===== config.mk =====
export PLATFORM = sky130hd
export DESIGN_NAME = abst_top
export DESIGN_NICKNAME = d
export VERILOG_FILES = /design/src/design/abst_top.v /design/src/design/abst_buffer_ram.v /design/src/design/abst_clk_gen.v
export VERILOG_INCLUDE_DIRS = /design/src /design/src/design
export SDC_FILE = /design/constraint.sdc
export NUM_CORES = 1
export LEC_CHECK = 0
export BUFFER_PORTS_ARGS = -buffer_cell sky130_fd_sc_hd__clkbuf_2
export CORE_MARGIN = 10
export CORE_UTILIZATION = 42
export CTS_CLUSTER_DIAMETER = 30
export DETAILED_ROUTE_END_ITERATION = 8
export GPL_TIMING_DRIVEN = 0
export SLEW_MARGIN = 20
export SYNTH_ARGS = -nofsm -noshare
export SYNTH_HDL_FRONTEND = slang
export SYNTH_HIERARCHICAL = 1
export SYNTH_SLANG_ARGS = --single-unit

===== constraint.sdc =====
create_clock -name sys_clk_i -period 5.1 [get_ports sys_clk_i]
set_input_delay 0.255 -clock sys_clk_i [delete_from_list [all_inputs] [get_ports sys_clk_i]]
set_output_delay 0.255 -clock sys_clk_i [all_outputs]
set_load 0.01 [all_outputs]

===== src/design/abst_defs.vh =====
/*
  constants of the automatic buffer serial transfer block: register
  offsets, field positions, reset values and timing counts.
  assumes inclusion by bare name from the design files under design/.
*/
`ifndef ABST_DEFS_VH
`define ABST_DEFS_VH

// register offsets (index on the plain register port)
`define ABST_OFF_MODE 6'h00
`define ABST_OFF_TRIG 6'h01
`define ABST_OFF_STAT 6'h02
`define ABST_OFF_LAST 6'h03
`define ABST_OFF_INTV 6'h04
`define ABST_OFF_PTR 6'h05
`define ABST_OFF_IRQ_STAT 6'h06
`define ABST_OFF_IRQ_MASK 6'h07
`define ABST_RAM_BASE_BIT 5

// serial_mode_reg fields
`define ABST_MODE_PORT_EN 0
`define ABST_MODE_AUTO_EN 1
`define ABST_MODE_REPEAT 2
`define ABST_MODE_TX_EN 3
`define ABST_MODE_RX_EN 4
`define ABST_MODE_LSB_FIRST 5
`define ABST_MODE_RESET 6'h00

// serial_trigger_reg fields
`define ABST_TRIG_START 0
`define ABST_TRIG_STOP 1

// irq status and mask fields
`define ABST_IRQ_DONE 0
`define ABST_IRQ_SUSP 1
`define ABST_IRQ_RESET 2'h0

// timing
`define ABST_CLK_NS 8
`define ABST_SCK_PERIOD_NS 64
`define ABST_SCK_HALF_CYC ((`ABST_SCK_PERIOD_NS / `ABST_CLK_NS) / 2)
`define ABST_INTV_UNIT_CYC 8
`define ABST_BITS_PER_BYTE 4'h8

`endif


===== src/design/abst_top.v =====
/*
  automatic buffer serial transfer engine: register port, buffer ram,
  byte engine, 3-wire serial output and interrupt logic.
  assumes a cpu on the same clock driving one-cycle strobes, and a
  3-wire peripheral clocked by serial_clock_line.
*/
// Functional notes
// start loads first byte, pointer steps after each byte, next byte loaded.
// single pass ends with done interrupt and active flag cleared.
// repeat pass starts on start with port, auto, repeat, transmit enables set.
// repeat pass wraps pointer to zero, no interrupt, resends from first byte.
// repeat pass never writes received data back to buffer ram.
// serial output changes on each falling serial clock edge.
// every transfer unit is exactly eight bits.
// bit order zero is msb first, one lsb first, both directions.
// stop never breaks a byte; suspension waits for byte end.
// on suspension active flag clears after eighth bit.
// start after suspension resumes with the remaining bytes.
// processor idle freezes mid-byte; leaving idle continues from there.
// software keeps basic mode until active flag reads zero.
// software writes last index as byte count minus one before start.
// up to thirty-two bytes per pass, from lowest address upward.
// single pass starts on start with port, auto, transmit set, repeat clear.
// serial output line is low whenever the active flag is clear.
// idle interval between bytes from interval register, longer on ram clash.
`timescale 1ns/10ps
`default_nettype none
`include "abst_defs.vh"

module abst_top #(
  parameter DEPTH = 32,
  parameter AW = 5,
  parameter SCK_HALF = `ABST_SCK_HALF_CYC
) (
  // clock and reset
  input wire sys_clk_i,
  input wire rstn_i,
  // register port
  input wire [5:0] reg_addr_i,
  input wire [7:0] reg_wdata_i,
  input wire reg_wr_i,
  input wire reg_rd_i,
  output reg [7:0] reg_rdata_o,
  // power state
  input wire cpu_idle_i,
  // serial link
  output reg serial_clock_line_o,
  output reg serial_out_line_o,
  input wire serial_in_line_i,
  // interrupts
  output reg transfer_done_irq_o,
  output reg irq_o
);

  localparam ST_IDLE = 3'h0;
  localparam ST_LOAD = 3'h1;
  localparam ST_SHIFT = 3'h2;
  localparam ST_WBACK = 3'h3;
  localparam ST_GAP = 3'h4;

  //////////////////////////////////////////////////////////////////////
  // registers and state
  reg [5:0] serial_mode_reg;
  reg [AW-1:0] transfer_last_index;
  reg [7:0] byte_interval_setting;
  reg [AW-1:0] transfer_pointer_counter;
  reg [1:0] irq_stat;
  reg [1:0] irq_mask;
  reg transfer_active_flag;
  reg stop_pending;
  reg fresh_pass;
  reg [2:0] state;
  reg [7:0] serial_shift_reg;
  reg [3:0] bit_cnt;
  reg [11:0] gap_cnt;
  reg sin_meta;
  reg sin_sync;
  reg done_ev;
  reg susp_ev;

  wire sck;
  wire sck_fall;
  wire sck_rise;
  wire [7:0] cpu_rdata;
  wire [7:0] eng_rdata;
  wire eng_gnt;

  wire port_en = serial_mode_reg[`ABST_MODE_PORT_EN];
  wire auto_en = serial_mode_reg[`ABST_MODE_AUTO_EN];
  wire repeat_mode = serial_mode_reg[`ABST_MODE_REPEAT];
  wire tx_en = serial_mode_reg[`ABST_MODE_TX_EN];
  wire rx_en = serial_mode_reg[`ABST_MODE_RX_EN];
  wire lsb_first = serial_mode_reg[`ABST_MODE_LSB_FIRST];

  wire ram_sel = reg_addr_i[`ABST_RAM_BASE_BIT];
  wire wr_reg = reg_wr_i & ~ram_sel;
  wire wr_mode = wr_reg & (reg_addr_i == `ABST_OFF_MODE);
  wire wr_trig = wr_reg & (reg_addr_i == `ABST_OFF_TRIG);
  wire start_cmd = wr_trig & reg_wdata_i[`ABST_TRIG_START];
  wire stop_cmd = wr_trig & reg_wdata_i[`ABST_TRIG_STOP];
  wire disable_cmd = wr_mode & ~reg_wdata_i[`ABST_MODE_PORT_EN];
  // repeat and R16 single pass share the enable check, repeat bit picks
  wire start_ok = start_cmd & port_en & auto_en & tx_en & ~transfer_active_flag;
  wire last_byte = (transfer_pointer_counter == transfer_last_index);
  // write-back only in single pass with receive enabled
  wire do_wback = rx_en & ~repeat_mode;
  wire eng_req = (state == ST_LOAD) | (state == ST_WBACK);
  wire out_bit = lsb_first ? serial_shift_reg[0] : serial_shift_reg[7];

  function [7:0] shift_in;
    input [7:0] cur;
    input lsb;
    input din;
    begin
      shift_in = lsb ? {din, cur[7:1]} : {cur[6:0], din};
    end
  endfunction

  //////////////////////////////////////////////////////////////////////
  // submodules
  // thirty-two bytes, pointer from zero
  abst_buffer_ram #(
    .DEPTH(DEPTH),
    .AW(AW)
  ) u_ram (
    .sys_clk_i(sys_clk_i),
    .rstn_i(rstn_i),
    .cpu_we_i(reg_wr_i & ram_sel),
    .cpu_re_i(reg_rd_i & ram_sel),
    .cpu_addr_i(reg_addr_i[AW-1:0]),
    .cpu_wdata_i(reg_wdata_i),
    .cpu_rdata_o(cpu_rdata),
    .eng_req_i(eng_req),
    .eng_we_i(state == ST_WBACK),
    .eng_addr_i(transfer_pointer_counter),
    .eng_wdata_i(serial_shift_reg),
    .eng_rdata_o(eng_rdata),
    .eng_gnt_o(eng_gnt)
  );

  // idle holds the divider, so a byte stops mid-way and continues
  abst_clk_gen #(
    .HALF(SCK_HALF)
  ) u_clk (
    .sys_clk_i(sys_clk_i),
    .rstn_i(rstn_i),
    .run_i(state == ST_SHIFT),
    .hold_i(cpu_idle_i),
    .sck_o(sck),
    .fall_o(sck_fall),
    .rise_o(sck_rise)
  );

  //////////////////////////////////////////////////////////////////////
  // input synchroniser
  always @(posedge sys_clk_i) begin
    if (!rstn_i) begin
      sin_meta <= 1'b0;
      sin_sync <= 1'b0;
    end else begin
      sin_meta <= serial_in_line_i;
      sin_sync <= sin_meta;
    end
  end

  //////////////////////////////////////////////////////////////////////
  // software registers
  always @(posedge sys_clk_i) begin
    if (!rstn_i) begin
      serial_mode_reg <= `ABST_MODE_RESET;
      transfer_last_index <= {AW{1'b0}};
      byte_interval_setting <= 8'h00;
      irq_mask <= `ABST_IRQ_RESET;
      irq_stat <= `ABST_IRQ_RESET;
    end else begin
      if (wr_mode) begin
        serial_mode_reg <= reg_wdata_i[5:0];
      end
      // last index is count minus one, written before start
      if (wr_reg && reg_addr_i == `ABST_OFF_LAST) begin
        transfer_last_index <= reg_wdata_i[AW-1:0];
      end
      if (wr_reg && reg_addr_i == `ABST_OFF_INTV) begin
        byte_interval_setting <= reg_wdata_i;
      end
      if (wr_reg && reg_addr_i == `ABST_OFF_IRQ_MASK) begin
        irq_mask <= reg_wdata_i[1:0];
      end
      // a new event wins over a write-one clear in the same cycle
      irq_stat <= (irq_stat & ~((wr_reg && reg_addr_i == `ABST_OFF_IRQ_STAT) ?
        reg_wdata_i[1:0] : 2'h0)) | {susp_ev, done_ev};
    end
  end

  //////////////////////////////////////////////////////////////////////
  // byte engine
  always @(posedge sys_clk_i) begin
    if (!rstn_i) begin
      state <= ST_IDLE;
      transfer_pointer_counter <= {AW{1'b0}};
      transfer_active_flag <= 1'b0;
      stop_pending <= 1'b0;
      fresh_pass <= 1'b1;
      serial_shift_reg <= 8'h00;
      bit_cnt <= 4'h0;
      gap_cnt <= 12'h000;
      done_ev <= 1'b0;
      susp_ev <= 1'b0;
    end else begin
      done_ev <= 1'b0;
      susp_ev <= 1'b0;
      if (stop_cmd && transfer_active_flag) begin
        stop_pending <= 1'b1;
      end
      if (disable_cmd) begin
        // port off aborts at once, no interrupt
        state <= ST_IDLE;
        transfer_active_flag <= 1'b0;
        stop_pending <= 1'b0;
        transfer_pointer_counter <= {AW{1'b0}};
        fresh_pass <= 1'b1;
      end else begin
        case (state)
          ST_IDLE: begin
            if (start_ok) begin
              transfer_active_flag <= 1'b1;
              stop_pending <= 1'b0;
              state <= ST_LOAD;
              fresh_pass <= 1'b0;
              // resume keeps pointer; a finished pass restarts at zero
              if (fresh_pass) begin
                transfer_pointer_counter <= {AW{1'b0}};
              end
            end
          end
          ST_LOAD: begin
            if (stop_pending) begin
              state <= ST_IDLE;
              transfer_active_flag <= 1'b0;
              stop_pending <= 1'b0;
              susp_ev <= 1'b1;
            end else if (eng_gnt && !cpu_idle_i) begin
              // byte at pointer into the shift register
              serial_shift_reg <= eng_rdata;
              bit_cnt <= 4'h0;
              state <= ST_SHIFT;
            end
          end
          ST_SHIFT: begin
            // eight rising edges make one byte
            if (sck_rise) begin
              // input order follows the bit order select
              serial_shift_reg <= shift_in(serial_shift_reg, lsb_first, sin_sync);
              bit_cnt <= bit_cnt + 4'h1;
              if (bit_cnt == `ABST_BITS_PER_BYTE - 4'h1) begin
                state <= do_wback ? ST_WBACK : ST_GAP;
                gap_cnt <= {byte_interval_setting, 4'h0} >> 1;
                if (!do_wback) begin
                  if (last_byte && !repeat_mode) begin
                    // single pass complete
                    state <= ST_IDLE;
                    transfer_active_flag <= 1'b0;
                    fresh_pass <= 1'b1;
                    stop_pending <= 1'b0;
                    done_ev <= 1'b1;
                  end else if (last_byte) begin
                    // wrap to first byte, no interrupt
                    transfer_pointer_counter <= {AW{1'b0}};
                  end else begin
                    // pointer steps after the byte
                    transfer_pointer_counter <= transfer_pointer_counter +
                      {{(AW-1){1'b0}}, 1'b1};
                  end
                end
              end
            end
          end
          ST_WBACK: begin
            if (eng_gnt) begin
              state <= ST_GAP;
              if (last_byte) begin
                state <= ST_IDLE;
                transfer_active_flag <= 1'b0;
                fresh_pass <= 1'b1;
                stop_pending <= 1'b0;
                done_ev <= 1'b1;
              end else begin
                transfer_pointer_counter <= transfer_pointer_counter +
                  {{(AW-1){1'b0}}, 1'b1};
              end
            end
          end
          ST_GAP: begin
            // suspend here after the eighth bit, or in load before the next byte starts
            if (stop_pending) begin
              state <= ST_IDLE;
              transfer_active_flag <= 1'b0;
              stop_pending <= 1'b0;
              susp_ev <= 1'b1;
            end else if (gap_cnt == 12'h000) begin
              // ram clash retries in load and stretches the gap
              state <= ST_LOAD;
            end else if (!cpu_idle_i) begin
              gap_cnt <= gap_cnt - 12'h001;
            end
          end
          default: begin
            state <= ST_IDLE;
          end
        endcase
      end
    end
  end

  //////////////////////////////////////////////////////////////////////
  // pins, read data and interrupt outputs
  always @(posedge sys_clk_i) begin
    if (!rstn_i) begin
      serial_clock_line_o <= 1'b1;
      serial_out_line_o <= 1'b0;
      reg_rdata_o <= 8'h00;
      transfer_done_irq_o <= 1'b0;
      irq_o <= 1'b0;
    end else begin
      serial_clock_line_o <= sck;
      // low whenever inactive
      if (!transfer_active_flag) begin
        serial_out_line_o <= 1'b0;
      // new bit on the falling edge, in selected order
      end else if (sck_fall && state == ST_SHIFT) begin
        serial_out_line_o <= out_bit;
      end
      transfer_done_irq_o <= done_ev;
      irq_o <= |(irq_stat & irq_mask);
      reg_rdata_o <= 8'h00;
      if (reg_rd_i) begin
        if (ram_sel) begin
          reg_rdata_o <= cpu_rdata;
        end else begin
          case (reg_addr_i)
            `ABST_OFF_MODE: reg_rdata_o <= {2'h0, serial_mode_reg};
            `ABST_OFF_STAT: reg_rdata_o <= {6'h00, stop_pending, transfer_active_flag};
            `ABST_OFF_LAST: reg_rdata_o <= {{(8-AW){1'b0}}, transfer_last_index};
            `ABST_OFF_INTV: reg_rdata_o <= byte_interval_setting;
            `ABST_OFF_PTR: reg_rdata_o <= {{(8-AW){1'b0}}, transfer_pointer_counter};
            `ABST_OFF_IRQ_STAT: reg_rdata_o <= {6'h00, irq_stat};
            `ABST_OFF_IRQ_MASK: reg_rdata_o <= {6'h00, irq_mask};
            default: reg_rdata_o <= 8'h00;
          endcase
        end
      end
    end
  end

endmodule

`default_nettype wire


===== src/design/abst_buffer_ram.v =====
/*
  buffer ram of 32 bytes in flip-flops, with a cpu port and an engine port.
  assumes the cpu port has priority; the engine retries when refused.
*/
`timescale 1ns/10ps
`default_nettype none

module abst_buffer_ram #(
  parameter DEPTH = 32,
  parameter AW = 5
) (
  // clock and reset
  input wire sys_clk_i,
  input wire rstn_i,
  // cpu side
  input wire cpu_we_i,
  input wire cpu_re_i,
  input wire [AW-1:0] cpu_addr_i,
  input wire [7:0] cpu_wdata_i,
  output wire [7:0] cpu_rdata_o,
  // engine side
  input wire eng_req_i,
  input wire eng_we_i,
  input wire [AW-1:0] eng_addr_i,
  input wire [7:0] eng_wdata_i,
  output wire [7:0] eng_rdata_o,
  output wire eng_gnt_o
);

  reg [7:0] mem [0:DEPTH-1];

  // cpu access in the same cycle pushes the engine back a cycle
  assign eng_gnt_o = eng_req_i & ~(cpu_we_i | cpu_re_i);
  assign cpu_rdata_o = mem[cpu_addr_i];
  assign eng_rdata_o = mem[eng_addr_i];

  always @(posedge sys_clk_i) begin
    if (cpu_we_i) begin
      mem[cpu_addr_i] <= cpu_wdata_i;
    end else if (eng_gnt_o && eng_we_i) begin
      mem[eng_addr_i] <= eng_wdata_i;
    end
  end

endmodule

`default_nettype wire


===== src/design/abst_clk_gen.v =====
/*
  serial clock generator: divides the system clock into an idle-high
  serial clock and flags each falling and rising edge it makes.
  assumes run drops right after the eighth rising edge flag.
*/
`timescale 1ns/10ps
`default_nettype none
`include "abst_defs.vh"

module abst_clk_gen #(
  parameter HALF = `ABST_SCK_HALF_CYC
) (
  // clock and reset
  input wire sys_clk_i,
  input wire rstn_i,
  // control
  input wire run_i,
  input wire hold_i,
  // outputs
  output reg sck_o,
  output reg fall_o,
  output reg rise_o
);

  reg [7:0] cnt;

  always @(posedge sys_clk_i) begin
    if (!rstn_i || !run_i) begin
      cnt <= 8'h00;
      sck_o <= 1'b1;
      fall_o <= 1'b0;
      rise_o <= 1'b0;
    end else if (hold_i) begin
      // frozen mid-byte while the processor idles
      fall_o <= 1'b0;
      rise_o <= 1'b0;
    end else if (cnt == HALF[7:0] - 8'h01) begin
      cnt <= 8'h00;
      sck_o <= ~sck_o;
      fall_o <= sck_o;
      rise_o <= ~sck_o;
    end else begin
      cnt <= cnt + 8'h01;
      fall_o <= 1'b0;
      rise_o <= 1'b0;
    end
  end

endmodule

`default_nettype wire


==> out/results.ini <==
[synthesis]
post_synth_xor_area_fraction_pct = 0.478
yosysSeqAreaShare_pct = 57.0
synth_top_area_share_pct = 46.7
synth_top_family_by_area = multiplexers
netlist_top_cells_area = sky130_fd_sc_hd__edfxtp_1 (47%), sky130_fd_sc_hd__mux4_2 (22%), sky130_fd_sc_hd__dfxtp_1 (10%)
syn-num-nets = 1079
synthAdderAreaFrac_pct = 0.304
share_of_synthesized_cell_area_in_and_or_nand_and_nor_gates_pct = 8.14
yosys.area.top_type = sky130_fd_sc_hd__edfxtp_1
synth_flop_cell = sky130_fd_sc_hd__edfxtp_1
synth.area.mux_share_pct = 25.7
average_cell_area_after_synthesis_um2 = 15.6
synth.lib_cells_used.distinct = 72
post_synth_edffs = 256
synth_compound_area_share_pct = 5.86
ys_ff_latch = 341
post_synth_inst_count = 1055
synth-async-reset-ratio_pct = 0
synth_warnings = 6
post_synth_most_frequent_cells = sky130_fd_sc_hd__edfxtp_1 (256), sky130_fd_sc_hd__mux4_2 (161), sky130_fd_sc_hd__dfxtp_1 (85)
post_synth_instance_area_um2 = 16500
most_frequently_used_cell_type_in_the_post_synthesis_netlist = sky130_fd_sc_hd__edfxtp_1

[worst_setup_path]
critical_path.endpoint_type = register
cp_cell_sequence = clkbuf_1 > clkbuf_1 > nor2b_1 > nor4bb_1 > clkbuf_1 > mux2i_1 > clkbuf_1 > nor3_2
worstReg2RegStart = state[0]$_SDFFE_PP0P_
critical-path-slowest-cell = sky130_fd_sc_hd__mux2i_1
worst_setup_path_startpoint = state[0]$_SDFFE_PP0P_
cp_max_fo = 10
worst_reg_to_reg_path_cell_count = 8
cp.required_ns = 5.35
worstPathBufferInverterCount = 4
worst_ep_arrival_time_ns = 4.78
criticalPathCategory = register to register
worst_path_dominant_cell_family = buffers and inverters
crit_end = u_ram/mem[28][4]$_DFFE_PP_
timing.critical_path.mode_cell = sky130_fd_sc_hd__clkbuf_1
rr_endpoint = u_ram/mem[28][4]$_DFFE_PP_
critical_path.max_stage_delay_ns = 0.98
rrSetupSlack_ns = 0.57
startpoint_type = register
critical_path_depth = 8

[drt]
wl_mm = 47.5
drtPass1Iterations = 6
final_ant_viol_nets = 0
detailroute.via_count = 10929
vias_per_cell = 6.23
drt_first_iter_violations = 1114
avgRoutedWirePerCell_um = 27.1
drc = 0

[clock_network]
clock_path_buffers = 3
clock_tree.htree_level_count = 3
cts.repair_timing.setup_buffer_count = 0
tritoncts_num_sinks = 341
worst_skew_pair.late_latency_ns = 0.57
number_of_buffers_added_by_the_clock_tree_synthesis_step = 73
cts.repair.resized = 0
cts.root.buffer_cell = sky130_fd_sc_hd__clkbuf_16
cts.clk_slew.worst_paths_ns = 0.04
cts_hold_buffers = 6
cts_tree = yes

[global_route]
global_route_wire_length_before_repair_mm = 70.8
grt_overflow_total = 0
grt_use_total_pct = 20.1
top_usage_layer = met2
gr-usage-met3_pct = 4.51
global_route.usage.met1_pct = 26.7
grtUsageMet2_pct = 31.6
via_count_of_the_first_global_routing_pass = 10881
antenna_found_initial = 0
grt_start_max_net_pins = 33

[timing]
post-route-period-util_pct = 88.8
slew_viol_final = 0
timing.slew.headroom_pct = 23.6
timing.clock.skew_ns = 0.0175
timing_worst_slew_pin_value_ns = 1.11
setup_viol = 0
totalNegativeSetupSlack_ns = 0
achievable-frequency_mhz = 221
final_hold_viol_count = 0
grt_setup_unrepaired = no
post-route-min-period_ns = 4.53

[layout]
share_of_layout_cells_above_drive_strength_1_pct = 34.1
utilization_pct = 52.1
flip_flop_count_of_the_largest_register_after_layout = 256
largest_register_by_flop_count = u_ram/mem
biggestRegsByFlops = u_ram/mem (256), gap_cnt (12)
nets = 1202
synth_to_layout_area_growth_pct = 22.5
antennaDiodeCount = 0

[status]
run_status = completed

[power]
net-switching-power_w = 0.00169
comb_power_share_pct = 3.9
leakage_nw = 6.36
power.density_nw_per_um2 = 406
p_sw_share_pct = 20.7
worst_vdd_ir_mv = 0.195
seqPwrFrac_pct = 36.8
power.share.clock_pct = 59.3
power_report.internal_total_w = 0.00649

[placed_design]
buffer_ports.inserted = 31
placer_congestion = 0.941
detailed_place_hpwl_mm = 33.0

[floorplan]
floorplan.initialDensity_pct = 42.5
die-width_um = 218
design.die.area_um2 = 47600
std_cell_rows = 72
io-pin-count = 32
vertical_die_dimension_um = 218
placeableCoreArea_um2 = 38700

[flow_run]
drv_cap = 0

[worst_hold_path]
min-delay-path-class = input port to register

-- how the worst min path moves through the flow --
stage / startpoint / endpoint / slack [ns] / cells past startpoint
2_1_floorplan: serial_in_line_i / sin_meta$_SDFF_PN0_ / 0.38 / 1
3_3_place_gp: sin_meta$_SDFF_PN0_ / sin_sync$_SDFF_PN0_ / 0.42 / 1
3_5_place_dp: sin_meta$_SDFF_PN0_ / sin_sync$_SDFF_PN0_ / 0.43 / 1
4_1_cts: reg_wdata_i[2] / transfer_last_index[2]$_SDFFE_PN0P_ / 0.002 / 3
5_1_grt: reg_wdata_i[4] / transfer_last_index[4]$_SDFFE_PN0P_ / 0.02 / 3
6_report: reg_wdata_i[2] / transfer_last_index[2]$_SDFFE_PN0P_ / 0.02 / 3
-- metrics by stage --
step / hold slack [ns] / cells / total power, W / area (µm²) / worst slack, ns
floorplan: 0.382 / 1055 / 0.00324 / 16500 / 1.83
global placement: 0.420 / 1604 / 0.00336 / 17300 / 0.440
detailed placement: 0.427 / 1615 / 0.00337 / 17500 / 0.756
CTS: 0.00229 / 1754 / 0.00825 / 20200 / 0.745
global route: 0.0243 / 1754 / 0.00841 / 20200 / 0.491
finish: 0.0199 / 1754 / 0.00819 / 20200 / 0.569
-- power by group through the flow --
stage / Combinational [W] / Clock [W] / Sequential (W)
6_report: 0.000317 / 0.00486 / 0.00301
3_3_place_gp: 0.000298 / 0 / 0.00306
4_1_cts: 0.000312 / 0.00492 / 0.00302
5_1_grt: 0.000330 / 0.00507 / 0.00301
2_1_floorplan: 0.000179 / 0 / 0.00306
3_5_place_dp: 0.000307 / 0 / 0.00306
-- tightest hold or removal path, stage by stage --
cell,delay [ns]
sky130_fd_sc_hd__clkbuf_2,0.14
sky130_fd_sc_hd__nand3_1,0.08
sky130_fd_sc_hd__a21oi_1,0.05
-- layer usage --
layer | up-vias | wire length [µm] | part of all wire [%]
met1 | 5711 | 19400 | 41
met2 | 531 | 22600 | 48
met4 | 0 | 1380 | 2.9
met5 | - | 0 | 0
met3 | 83 | 4130 | 8.7
li1 | 4604 | - | -
-- final cells by class --
cell class	count	area, µm²
clock inverters	41	495
repair buffers	48	298
clock buffers	92	2070
inverters	14	52.6
flip-flops and latches	341	9390
fillers	3175	18600
well taps	518	648
plain buffers	77	359
multi-input cells	623	6870
-- cell families (layout without fill, tap and decap cells) --
group	after synthesis	in the layout
compound gates	140	140
xor+xnor	9	9
fa+ha+maj	4	4
buf+inv	91	272
flops	341	341
mux	219	219
simple gates	251	251
-- cell usage in the layout, fill, tap and decap left out, types with 6 or more instances in the layout --
cell	synthesis	layout
sky130_fd_sc_hd__buf_6	7	7
sky130_fd_sc_hd__buf_4	1	12
sky130_fd_sc_hd__mux2_2	19	27
sky130_fd_sc_hd__o21ai_0	23	23
sky130_fd_sc_hd__nand3_1	18	18
sky130_fd_sc_hd__clkbuf_1	53	60
sky130_fd_sc_hd__nor3_1	41	9
sky130_fd_sc_hd__clkbuf_16	0	78
sky130_fd_sc_hd__inv_1	12	12
sky130_fd_sc_hd__nor4_1	8	7
sky130_fd_sc_hd__clkinvlp_4	0	8
sky130_fd_sc_hd__o31ai_1	10	10
sky130_fd_sc_hd__or3_1	9	9
sky130_fd_sc_hd__and2_1	11	11
sky130_fd_sc_hd__nor2b_1	14	14
sky130_fd_sc_hd__bufinv_16	0	10
sky130_fd_sc_hd__buf_2	11	11
sky130_fd_sc_hd__nand2_1	57	57
sky130_fd_sc_hd__clkbuf_8	0	7
sky130_fd_sc_hd__mux2i_1	31	28
sky130_fd_sc_hd__xnor2_1	6	6
sky130_fd_sc_hd__a21oi_1	41	41
sky130_fd_sc_hd__nor2_1	44	44
sky130_fd_sc_hd__clkinv_2	0	11
sky130_fd_sc_hd__dfxtp_1	85	85
sky130_fd_sc_hd__clkbuf_2	0	31
sky130_fd_sc_hd__nor3_2	1	33
sky130_fd_sc_hd__a22oi_1	7	7
sky130_fd_sc_hd__o211ai_1	18	18
sky130_fd_sc_hd__mux4_2	161	161
sky130_fd_sc_hd__dlygate4sd3_1	0	6
sky130_fd_sc_hd__nand3b_1	6	6
sky130_fd_sc_hd__edfxtp_1	256	256
No activity file was read; power rests on OpenSTA's default activity.
